**src/hw/pmt_defines.svh**
```systemverilog
// Purpose: register map, field positions, reset values and timing counts
// Assumes: 32-bit APB data, each register on one aligned word
// Notes: printed offsets are register indices, byte address is index * 4
`ifndef PMT_DEFINES_SVH
`define PMT_DEFINES_SVH

// register indices
`define PMT_IDX_COUNT 10'h011
`define PMT_IDX_CTRL 10'h012
`define PMT_IDX_LIMIT 10'h013
`define PMT_IDX_FLAG 10'h00C
`define PMT_IDX_FLAG_CLR 10'h020
`define PMT_IDX_FLAG_EN 10'h021

// byte addresses
`define PMT_ADDR_COUNT {`PMT_IDX_COUNT, 2'b00}
`define PMT_ADDR_CTRL {`PMT_IDX_CTRL, 2'b00}
`define PMT_ADDR_LIMIT {`PMT_IDX_LIMIT, 2'b00}
`define PMT_ADDR_FLAG {`PMT_IDX_FLAG, 2'b00}
`define PMT_ADDR_FLAG_CLR {`PMT_IDX_FLAG_CLR, 2'b00}
`define PMT_ADDR_FLAG_EN {`PMT_IDX_FLAG_EN, 2'b00}

// control field positions
`define PMT_CTRL_IN_DIV_LSB 0
`define PMT_CTRL_IN_DIV_MSB 1
`define PMT_CTRL_RUN_BIT 2
`define PMT_CTRL_MATCH_DIV_LSB 3
`define PMT_CTRL_MATCH_DIV_MSB 6

// flag position
`define PMT_FLAG_MATCH_BIT 1

// reset values
`define PMT_COUNT_RST 8'h00
`define PMT_LIMIT_RST 8'hFF
`define PMT_CTRL_RST 7'h00
`define PMT_FLAG_RST 1'b0
`define PMT_EN_RST 1'b0

// timing: instruction clock is oscillator / 4
`define PMT_QDIV_LAST 2'h3
`define PMT_PRE_RATIO1_M1 4'h0
`define PMT_PRE_RATIO4_M1 4'h3
`define PMT_PRE_RATIO16_M1 4'hF
`define PMT_PRE_SEL_RATIO1 2'b00
`define PMT_PRE_SEL_RATIO4 2'b01

`endif

```
**src/hw/pmt_pkg.sv**
```systemverilog
// Purpose: shared types of the period match timer
// Assumes: nothing beyond the defines header
// Notes: control fields travel as one packed struct
package pmt_pkg;

  typedef struct packed {
    logic [3:0] match_divider_select;
    logic timer_run;
    logic [1:0] input_divider_select;
  } pmt_ctrl_s;

  typedef struct packed {
    logic [7:0] count;
    logic period_pulse;
  } pmt_timebase_s;

endpackage

```
**src/hw/pmt_top.sv**
```systemverilog
// Purpose: 8-bit period timer with prescaler, postscaler and APB registers
// Assumes: CLK_IN is the oscillator clock; APB inputs synchronous to it
// Notes: zero wait state slave; postscaled match event raises a level interrupt
//
// Design decision made here: the APB slave port.
`include "pmt_defines.svh"

module pmt_top
  import pmt_pkg::*;
#(
  parameter int AW = 12
) (
  // clock and reset
  input wire logic CLK_IN,
  input wire logic RESET_IN,

  // apb slave
  input wire logic PSEL_IN,
  input wire logic PENABLE_IN,
  input wire logic PWRITE_IN,
  input wire logic [AW-1:0] PADDR_IN,
  input wire logic [31:0] PWDATA_IN,
  input wire logic [3:0] PSTRB_IN,
  output logic [31:0] PRDATA_OUT,
  output logic PREADY_OUT,
  output logic PSLVERR_OUT,

  // interrupt
  output logic IRQ_OUT,

  // time base for waveform unit
  output pmt_timebase_s TIMEBASE_OUT,

  // match pulse for sync serial unit
  output logic SHIFT_MATCH_OUT
);

  // register state
  logic [7:0] period_counter_reg;
  logic [7:0] period_limit_reg;
  pmt_ctrl_s timer_control_reg;
  logic match_event_flag_reg;
  logic match_irq_en_reg;

  // read path and outputs
  logic [31:0] rdata_reg;
  logic rd_err_reg;
  logic period_pulse_reg;

  // timing chain
  logic [1:0] qdiv_reg;
  logic instr_tick;
  logic pre_tick;
  logic count_tick;
  logic match_now;
  logic post_done;
  logic scaler_clr;
  logic [3:0] pre_ratio_m1;

  // bus decode
  logic setup_phase;
  logic access_phase;
  logic wr_access;
  logic wr_lane0;
  logic [AW-1:0] addr;
  logic wr_count;
  logic wr_ctrl;
  logic wr_limit;
  logic wr_flag_clr;
  logic wr_flag_en;
  logic clr_match;

  // address decoding, used by read and write paths
  function automatic logic addr_hit(
    input logic [AW-1:0] a,
    input logic [AW-1:0] target
  );
    addr_hit = (a == target);
  endfunction

  function automatic logic addr_mapped(input logic [AW-1:0] a);
    addr_mapped = addr_hit(a, AW'(`PMT_ADDR_COUNT)) ||
                  addr_hit(a, AW'(`PMT_ADDR_CTRL)) ||
                  addr_hit(a, AW'(`PMT_ADDR_LIMIT)) ||
                  addr_hit(a, AW'(`PMT_ADDR_FLAG)) ||
                  addr_hit(a, AW'(`PMT_ADDR_FLAG_CLR)) ||
                  addr_hit(a, AW'(`PMT_ADDR_FLAG_EN));
  endfunction

  // prescale select to ratio minus one
  function automatic logic [3:0] pre_decode(input logic [1:0] sel);
    if (sel == `PMT_PRE_SEL_RATIO1) begin
      pre_decode = `PMT_PRE_RATIO1_M1;
    end else if (sel == `PMT_PRE_SEL_RATIO4) begin
      pre_decode = `PMT_PRE_RATIO4_M1;
    end else begin
      pre_decode = `PMT_PRE_RATIO16_M1;
    end
  endfunction

  // register read value
  function automatic logic [31:0] read_word(
    input logic [AW-1:0] a,
    input logic [7:0] cnt,
    input logic [7:0] lim,
    input pmt_ctrl_s ctl,
    input logic flg,
    input logic en
  );
    logic [31:0] w;
    w = 32'h0000_0000;
    if (addr_hit(a, AW'(`PMT_ADDR_COUNT))) begin
      w[7:0] = cnt;
    end else if (addr_hit(a, AW'(`PMT_ADDR_LIMIT))) begin
      w[7:0] = lim;
    end else if (addr_hit(a, AW'(`PMT_ADDR_CTRL))) begin
      // bit 7 stays zero
      w[`PMT_CTRL_MATCH_DIV_MSB:`PMT_CTRL_IN_DIV_LSB] = ctl;
    end else if (addr_hit(a, AW'(`PMT_ADDR_FLAG))) begin
      w[`PMT_FLAG_MATCH_BIT] = flg;
    end else if (addr_hit(a, AW'(`PMT_ADDR_FLAG_EN))) begin
      w[`PMT_FLAG_MATCH_BIT] = en;
    end
    read_word = w;
  endfunction

  // apb phases
  assign addr = PADDR_IN;
  assign setup_phase = PSEL_IN && !PENABLE_IN;
  assign access_phase = PSEL_IN && PENABLE_IN;
  assign wr_access = access_phase && PWRITE_IN && PREADY_OUT;
  assign wr_lane0 = wr_access && PSTRB_IN[0];

  assign wr_count = wr_lane0 && addr_hit(addr, AW'(`PMT_ADDR_COUNT));
  assign wr_ctrl = wr_lane0 && addr_hit(addr, AW'(`PMT_ADDR_CTRL));
  assign wr_limit = wr_lane0 && addr_hit(addr, AW'(`PMT_ADDR_LIMIT));
  assign wr_flag_clr = wr_lane0 && addr_hit(addr, AW'(`PMT_ADDR_FLAG_CLR));
  assign wr_flag_en = wr_lane0 && addr_hit(addr, AW'(`PMT_ADDR_FLAG_EN));
  assign clr_match = wr_flag_clr && PWDATA_IN[`PMT_FLAG_MATCH_BIT];

  // zero wait states
  assign PREADY_OUT = 1'b1;
  assign PRDATA_OUT = rdata_reg;
  assign PSLVERR_OUT = access_phase && rd_err_reg;

  // read data and error captured in the setup cycle
  always_ff @(posedge CLK_IN or posedge RESET_IN) begin
    if (RESET_IN) begin
      rdata_reg <= 32'h0000_0000;
      rd_err_reg <= 1'b0;
    end else if (setup_phase) begin
      rd_err_reg <= !addr_mapped(addr);
      if (!PWRITE_IN) begin
        rdata_reg <= read_word(addr, period_counter_reg, period_limit_reg,
                               timer_control_reg, match_event_flag_reg,
                               match_irq_en_reg);
      end
    end
  end

  // instruction clock enable, oscillator / 4
  always_ff @(posedge CLK_IN or posedge RESET_IN) begin
    if (RESET_IN) begin
      qdiv_reg <= 2'h0;
    end else begin
      qdiv_reg <= qdiv_reg + 2'h1;
    end
  end

  assign instr_tick = (qdiv_reg == `PMT_QDIV_LAST);

  // stopped timer gates the prescaler input
  assign pre_tick = instr_tick && timer_control_reg.timer_run;
  assign pre_ratio_m1 = pre_decode(timer_control_reg.input_divider_select);

  // reset is handled inside the scalers by their own reset
  assign scaler_clr = wr_count || wr_ctrl;

  pmt_scaler #(
    .W(4)
  ) u_prescaler (
    .clk_in(CLK_IN),
    .rst_in(RESET_IN),
    .clr_in(scaler_clr),
    .tick_in(pre_tick),
    .ratio_m1_in(pre_ratio_m1),
    .done_out(count_tick)
  );

  assign match_now = count_tick && (period_counter_reg == period_limit_reg);

  pmt_scaler #(
    .W(4)
  ) u_postscaler (
    .clk_in(CLK_IN),
    .rst_in(RESET_IN),
    .clr_in(scaler_clr),
    .tick_in(match_now),
    .ratio_m1_in(timer_control_reg.match_divider_select),
    .done_out(post_done)
  );

  // counter: software write wins over counting
  always_ff @(posedge CLK_IN or posedge RESET_IN) begin
    if (RESET_IN) begin
      period_counter_reg <= `PMT_COUNT_RST;
    end else if (wr_count) begin
      period_counter_reg <= PWDATA_IN[7:0];
    end else if (match_now) begin
      period_counter_reg <= `PMT_COUNT_RST;
    end else if (count_tick) begin
      period_counter_reg <= period_counter_reg + 8'h01;
    end
  end

  // period limit
  always_ff @(posedge CLK_IN or posedge RESET_IN) begin
    if (RESET_IN) begin
      period_limit_reg <= `PMT_LIMIT_RST;
    end else if (wr_limit) begin
      period_limit_reg <= PWDATA_IN[7:0];
    end
  end

  // control; a write here never touches the counter
  always_ff @(posedge CLK_IN or posedge RESET_IN) begin
    if (RESET_IN) begin
      timer_control_reg <= `PMT_CTRL_RST;
    end else if (wr_ctrl) begin
      timer_control_reg <=
        PWDATA_IN[`PMT_CTRL_MATCH_DIV_MSB:`PMT_CTRL_IN_DIV_LSB];
    end
  end

  // sticky match flag, set beats clear
  always_ff @(posedge CLK_IN or posedge RESET_IN) begin
    if (RESET_IN) begin
      match_event_flag_reg <= `PMT_FLAG_RST;
    end else if (post_done) begin
      match_event_flag_reg <= 1'b1;
    end else if (clr_match) begin
      match_event_flag_reg <= 1'b0;
    end
  end

  // interrupt enable
  always_ff @(posedge CLK_IN or posedge RESET_IN) begin
    if (RESET_IN) begin
      match_irq_en_reg <= `PMT_EN_RST;
    end else if (wr_flag_en) begin
      match_irq_en_reg <= PWDATA_IN[`PMT_FLAG_MATCH_BIT];
    end
  end

  assign IRQ_OUT = match_event_flag_reg && match_irq_en_reg;

  // registered match pulse for the neighbour units
  always_ff @(posedge CLK_IN or posedge RESET_IN) begin
    if (RESET_IN) begin
      period_pulse_reg <= 1'b0;
    end else begin
      period_pulse_reg <= match_now;
    end
  end

  assign TIMEBASE_OUT.count = period_counter_reg;
  assign TIMEBASE_OUT.period_pulse = period_pulse_reg;
  assign SHIFT_MATCH_OUT = period_pulse_reg;

endmodule

```
**src/hw/pmt_scaler.sv**
```systemverilog
// Purpose: divide a tick stream by a programmable ratio
// Assumes: ratio_m1_in is ratio minus one
// Notes: clear has priority over counting
module pmt_scaler #(
  parameter int W = 4
) (
  input wire logic clk_in,
  input wire logic rst_in,
  input wire logic clr_in,
  input wire logic tick_in,
  input wire logic [W-1:0] ratio_m1_in,
  output logic done_out
);

  logic [W-1:0] cnt_reg;

  // >= keeps a shrunk ratio from wrapping the full range
  // a clearing write swallows the tick of its own cycle
  assign done_out = tick_in && !clr_in && (cnt_reg >= ratio_m1_in);

  always_ff @(posedge clk_in or posedge rst_in) begin
    if (rst_in) begin
      cnt_reg <= '0;
    end else if (clr_in) begin
      cnt_reg <= '0;
    end else if (tick_in) begin
      if (done_out) begin
        cnt_reg <= '0;
      end else begin
        cnt_reg <= cnt_reg + 1'b1;
      end
    end
  end

endmodule

```
**config.mk**
```make
export PLATFORM = sky130hd
export DESIGN_NAME = pmt_top
export DESIGN_NICKNAME = d
export VERILOG_FILES = /design/src/hw/pmt_pkg.sv /design/src/hw/pmt_top.sv /design/src/hw/pmt_scaler.sv
export VERILOG_INCLUDE_DIRS = /design/src /design/src/hw
export SDC_FILE = /design/constraint.sdc
export NUM_CORES = 1
export LEC_CHECK = 0
export BUFFER_PORTS_ARGS = -buffer_cell sky130_fd_sc_hd__buf_2
export CAP_MARGIN = 10
export CORE_MARGIN = 1.5
export CORE_UTILIZATION = 32
export DETAILED_ROUTE_END_ITERATION = 10
export PLACE_DENSITY_LB_ADDON = 0.15
export SYNTH_ARGS = -nofsm -noshare
export SYNTH_HDL_FRONTEND = slang
export SYNTH_SLANG_ARGS = --single-unit
```
**constraint.sdc**
```tcl
create_clock -name CLK_IN -period 2.8 [get_ports CLK_IN]
set_clock_uncertainty 0.05 [all_clocks]
set_input_delay 0.28 -clock CLK_IN [delete_from_list [all_inputs] [get_ports CLK_IN]]
set_output_delay 0.28 -clock CLK_IN [all_outputs]
set_load 0.03 [all_outputs]
```
# [Word level (Yosys, flattened, before mapping)]
# Index checks and enable logic that the tools add are counted.
[op_classes] n_bitwise=1 reduce_logical=33 mux=21 magnitude_cmp=2 addsub=4 eq_ne=9
[ops] op="equality test 12 x 7 -> 1 bit, second input constant" n=3
[ops] op="two-way mux 4 bit" n=8
[ops] op="two-way mux 8 bit" n=4
[ops] op="equality test 12 x 8 -> 1 bit, second input constant" n=2
[ops] op="logical AND 1 bit" n=18
[ops] op="equality test 12 x 6 -> 1 bit, second input constant" n=1
[ops] op="adder 4 x 1 -> 4 bit, second input constant" n=2
[ops] op="adder 8 x 1 -> 8 bit, second input constant" n=1
[ops] op="equality test 8 bit" n=1
[ops] op=">= comparator 4 bit" n=2
[ops] op="two-way mux 1 bit" n=7
[ops] op="two-way mux 7 bit" n=1
[ops] op="logical OR 1 bit" n=6
[ops] op="nonzero test 2 bit" n=3
[ops] op="two-way mux 5 bit" n=1
[ops] op="zero test 1 bit" n=3
[ops] op="nonzero test 3 bit" n=1
[ops] op="adder 2 x 1 -> 2 bit, second input constant" n=1
[ops] op="equality test 2 x 1 -> 1 bit, second input constant" n=1
[ops] op="equality test 2 bit, second input constant" n=1
[ops] op="zero test 2 bit" n=1
[ops] op="AND reduction 2 bit" n=1
[ops] op="inverter 1 bit" n=1
[totals] in_bits=53 out_inout_bits=45 reg_bits=45

# [Longest topological paths before layout]
[depth] ltp_word=14 mapped_depth=9 depth_no_buf=8

# [Cells and area by module]
# From an unflattened synthesis, not the netlist that was laid out.
[hier_totals] hier_cells=318 hier_area_um2=3001.6
[modules_own_cells] mod="pmt_top" area_each_um2=2303.5 instances=1 seq_area_each_um2=935.9 cells_per_inst=244
[modules_own_cells] mod="pmt_scaler" area_each_um2=349.1 instances=2 seq_area_each_um2=100.1 cells_per_inst=37

# [Worst setup path after synthesis]
# Ideal clock, no wire load.
[synth_timing] path_kind="reg-to-reg" start="register timer_control_reg[0] (netlist name)" end="register period_counter_reg[2]" setup_slack_ns=0.418 stages_incl_launch_ff=10 setup_time_ns=0.123 t_arrival_ns=2.209 path_buffers=1 cell_sequence="dfrtp_1 or2_2 ha_1 nand2b_1 a2111oi_2 nor3_2 and2_1 clkbuf_1 a32oi_1 o21ai_1"
[synth_between] elab_chain_len=8
[synth_lines] element="start: declaration" line="pmt_top.sv:41" source="pmt_ctrl_s timer_control_reg;"
[synth_lines] element="start signal: assignment" line="pmt_top.sv:228" source="timer_control_reg <= `PMT_CTRL_RST;"
[synth_lines] element="start signal: assignment" line="pmt_top.sv:230" source="timer_control_reg <="
[synth_lines] element="equality test 2 x 1 -> 1 bit (no line)"
[synth_lines] element="two-way mux 4 bit" line="pmt_top.sv:94" source="end else if (sel == `PMT_PRE_SEL_RATIO4) begin"
[synth_lines] element="two-way mux 4 bit *" line="pmt_top.sv:92" source="if (sel == `PMT_PRE_SEL_RATIO1) begin"
[synth_lines] element=">= comparator 4 bit *" line="pmt_scaler.sv:19" source="assign done_out = tick_in && !clr_in && (cnt_reg >= ratio_m1_in);"
[synth_lines] element="logical AND 1 bit *" line="pmt_scaler.sv:19"
[synth_lines] element="logical AND 1 bit" line="pmt_top.sv:190" source="assign match_now = count_tick && (period_counter_reg == period_limit_reg);"
[synth_lines] element="two-way mux 8 bit" line="pmt_top.sv:209" source="end else if (match_now) begin"
[synth_lines] element="two-way mux 8 bit" line="pmt_top.sv:207" source="end else if (wr_count) begin"
[synth_lines] element="end signal: assignment" line="pmt_top.sv:206" source="period_counter_reg <= `PMT_COUNT_RST;"
[synth_lines] element="end signal: assignment" line="pmt_top.sv:208" source="period_counter_reg <= PWDATA_IN[7:0];"
[synth_lines] element="end signal: assignment" line="pmt_top.sv:210" source="period_counter_reg <= `PMT_COUNT_RST;"
[synth_lines] element="end: declaration" line="pmt_top.sv:39" source="logic [7:0] period_counter_reg;"
# Mark *: on every way between the ends. The rest lies on a longest branch, timed or not.
# A chain may end at the register's enable or synchronous reset.

# [Worst setup path in the final report]
# Ends and elaborated chain as after synthesis.

==> results.sh <==
export IMPL_outcome="finished with violations"
export IMPL_violations="design-rule violations"
export IMPL_dp_hpwl_um=5052
export IMPL_cap_violations=0
export IMPL_maxSlewViolCount=0
export IMPL_drive_gt1_share_pct=29.94
export IMPL_clk_pin_slew_ns=0.09
export IMPL_via_count=2246
export IMPL_synth_seq_cells=45
export IMPL_gr_usage_all_layers_pct=14.36
export IMPL_drtIter0Drc=74
export IMPL_grt_max_degree=46
export IMPL_cts_resized_gates=0
export IMPL_nFillCells=922
export IMPL_syn_inst=299
export IMPL_met3_usage_pct=2.695
export IMPL_cts_hold_fix_buffers=0
export IMPL_critPathMaxFanout=6
export IMPL_synth_top_cell_by_area="dfrtp_1"
export IMPL_tightest_slew_ns=0.6125
export IMPL_ys_types=58
export IMPL_synth_edff_count=0
export IMPL_vdd_drop_max_v=0.0001814
export IMPL_cts_tree="built"
export IMPL_post_cts_buffers=0
export IMPL_fin_util_pct=37.35
export IMPL_io_buffers=45
export IMPL_drtPass1Iterations=7
export IMPL_core_um2=8806
export IMPL_detail_route_antenna_nets=0
export IMPL_final_area_um2=3289
export IMPL_synth_top_area_share_pct=31.40
export IMPL_crit_path_end_kind="flip-flop"
export IMPL_power_density_nw_per_um2=401.7
export IMPL_grt_busiest_layer="met2"
export IMPL_pre_cts_ws_ns=0.2361
export IMPL_nets=408
export IMPL_cts_sinks=45
export IMPL_die_w_um=99
export IMPL_drc=6
export IMPL_finalCriticalPeriod_ns=2.569
export IMPL_final_cells=452
export IMPL_cp_required_ns=2.91
export IMPL_leakagePower_nw=1.587
export IMPL_setup_tns_ns=0
export IMPL_finalCritPeriodShare_pct=91.76
export IMPL_antenna_found_initial=0
export IMPL_die_h_um=99
export IMPL_syn2layout_area_growth_pct=11.54
export IMPL_grt_pass1_vias=2159
export IMPL_grt_use_met1_pct=19.98
export IMPL_synth_area_um2=2949
export IMPL_die_area_um2=9801
export IMPL_crit_type="reg2reg"
export IMPL_cts_buffers=5
export IMPL_clock_latency_ns=0.30
export IMPL_start_util_pct=33.49
export IMPL_root_buffer="clkbuf_8"
export IMPL_crit_path_start_kind="flip-flop"
export IMPL_avgSynthCellArea_um2=9.863
export IMPL_worst_slack_ns=0.2307
export IMPL_placed_cell_area_um2=3188
export IMPL_synth_area_leaders="dfrtp_1 31%, dfstp_2 7.1%, buf_4 6.9%"
export IMPL_antenna_diode_count=0
export IMPL_ys_async_sr_fraction_pct=100.0
export IMPL_wl_per_cell_um=15.00
export IMPL_row_count=34
export IMPL_max_slew_margin_pct=59.17
export IMPL_ys_seq_area_share_pct=38.52
export IMPL_cp_data_arrival_time_ns=2.68
export IMPL_hold_viol_final=0
export IMPL_dpl_cell_count=444
export IMPL_finalSetupViolCount=0
export IMPL_h_tree_depth=2
export IMPL_avgViaCountPerCell=4.969
export IMPL_holdCritPathClass="in2async"
export IMPL_rsz0062_at_grt="no"
export IMPL_ys_flop_type="dfrtp_1"
export IMPL_ios=98
export IMPL_overflow=0
export IMPL_gp_congestion=0.7836
export IMPL_fmax_mhz=389.2
export IMPL_clockBufferDepth=2
export IMPL_grt_pass1_wl_um=11110
export IMPL_met2_usage_pct=23.82
export IMPL_drt_total_wl_um=6782
export IMPL_ys_warn_count=0
-- layout by cell type (no fill, tap or decap), types with 3 or more instances in the layout --
cell and instances:
a211o_1 3, a21oi_1 17, a22oi_1 7, and2_1 6, and3_1 8, buf_2 45
buf_4 5, clkbuf_8 7, conb_1 25, dfrtp_1 37, dfstp_2 8, ha_1 12
inv_1 9, mux2_2 15, mux2_4 3, nand2_1 25, nand2b_1 5, nand3_1 8
nor2_1 18, nor2b_1 3, nor3_1 3, nor3_2 3, nor4_1 3, o21ai_0 13
or4_1 3, xor2_1 9
-- cells in the mapped netlist, types with 3 or more instances --
| master | count |
|---|---|
| inv_1 | 10 |
| buf_2 | 6 |
| and2_1 | 6 |
| ha_1 | 12 |
| or4_1 | 3 |
| buf_4 | 27 |
| nand3_1 | 8 |
| nand2_1 | 25 |
| o21ai_0 | 13 |
| dfrtp_1 | 37 |
| xor2_1 | 9 |
| dfstp_2 | 8 |
| nor3_2 | 3 |
| a211o_1 | 3 |
| mux2_4 | 3 |
| and3_1 | 8 |
| nor4_1 | 3 |
| a22oi_1 | 7 |
| mux2_2 | 15 |
| nor3_1 | 3 |
| nor2_1 | 18 |
| nor2b_1 | 3 |
| nand2b_1 | 5 |
| a21oi_1 | 17 |
-- power by group --
part	switching [mW]	internal (mW)	total [mW]	leakage (nW)
combinational	0.144	0.0475	0.192	0.988
clock	0.226	0.224	0.450	0.0542
sequential	0.00977	0.670	0.680	0.545
-- final cells by class --
class	instances	area [um2]	area share, %
multi-input combinational	231	1617	49.14
sequential	45	1136	34.54
timing repair buffer	50	262.8	7.988
tap	108	135.1	4.108
clock buffer	7	96.34	2.929
inverter	10	37.54	1.141
clock inverter	1	5.005	0.1521
-- worst paths after layout --
| path | from | end | slack, ns | cells past startpoint |
|---|---|---|---|---|
| worst max-delay path | timer_control_reg[0] | period_counter_reg[2] | 0.23 | 9 |
| worst min register to register | qdiv_reg[0] | qdiv_reg[0] | 0.37 | 1 |
| worst max register to register | timer_control_reg[0] | period_counter_reg[2] | 0.23 | 9 |
| worst min-delay path | RESET_IN | u_prescaler.cnt_reg[0] | 0.08 | 3 |
| max in group asynchronous | RESET_IN | period_counter_reg[4] | 2.20 | 3 |
| min in group CLK_IN | PWDATA_IN[7] | period_counter_reg[7] | 0.18 | 3 |
-- stage by stage --
step | hold WS (ns) | total power, mW
floorplan | 0.3468 | 0.8525
global placement | 0.3645 | 0.8836
detailed placement | 0.3652 | 0.8870
CTS | 0.1070 | 1.342
global route | 0.1333 | 1.390
finish | 0.08381 | 1.321
-- worst max-delay path: stages (launching register included) --
cell and delay [ns]:
dfrtp_1 0.40, or2_2 0.32, ha_1 0.27, nand2b_1 0.15
a2111oi_2 0.43, nor3_2 0.08, buf_4 0.17, and2_1 0.25
a32oi_1 0.24, o21ai_1 0.08
-- routing by layer --
metal	wire (um)	share of wire, %
met1	3300	49
met2	3144	46
met3	310	4.6
met4	26	0.38
met5	0	0
-- logic make-up (layout without fill, tap and decap cells) --
| group | after synthesis | count (layout) | share of synthesized area (%) |
|---|---|---|---|
| simple gates | 106 | 106 | 22.70 |
| compound gates | 57 | 57 | 12.56 |
| buf+inv | 46 | 68 | 9.588 |
| flops | 45 | 45 | 38.52 |
| mux | 21 | 21 | 8.315 |
| fa+ha+maj | 12 | 12 | 5.091 |
| xor+xnor | 10 | 10 | 2.970 |
| other cells | 2 | 25 | 0.2547 |
Power figures use the tool's default switching activity.
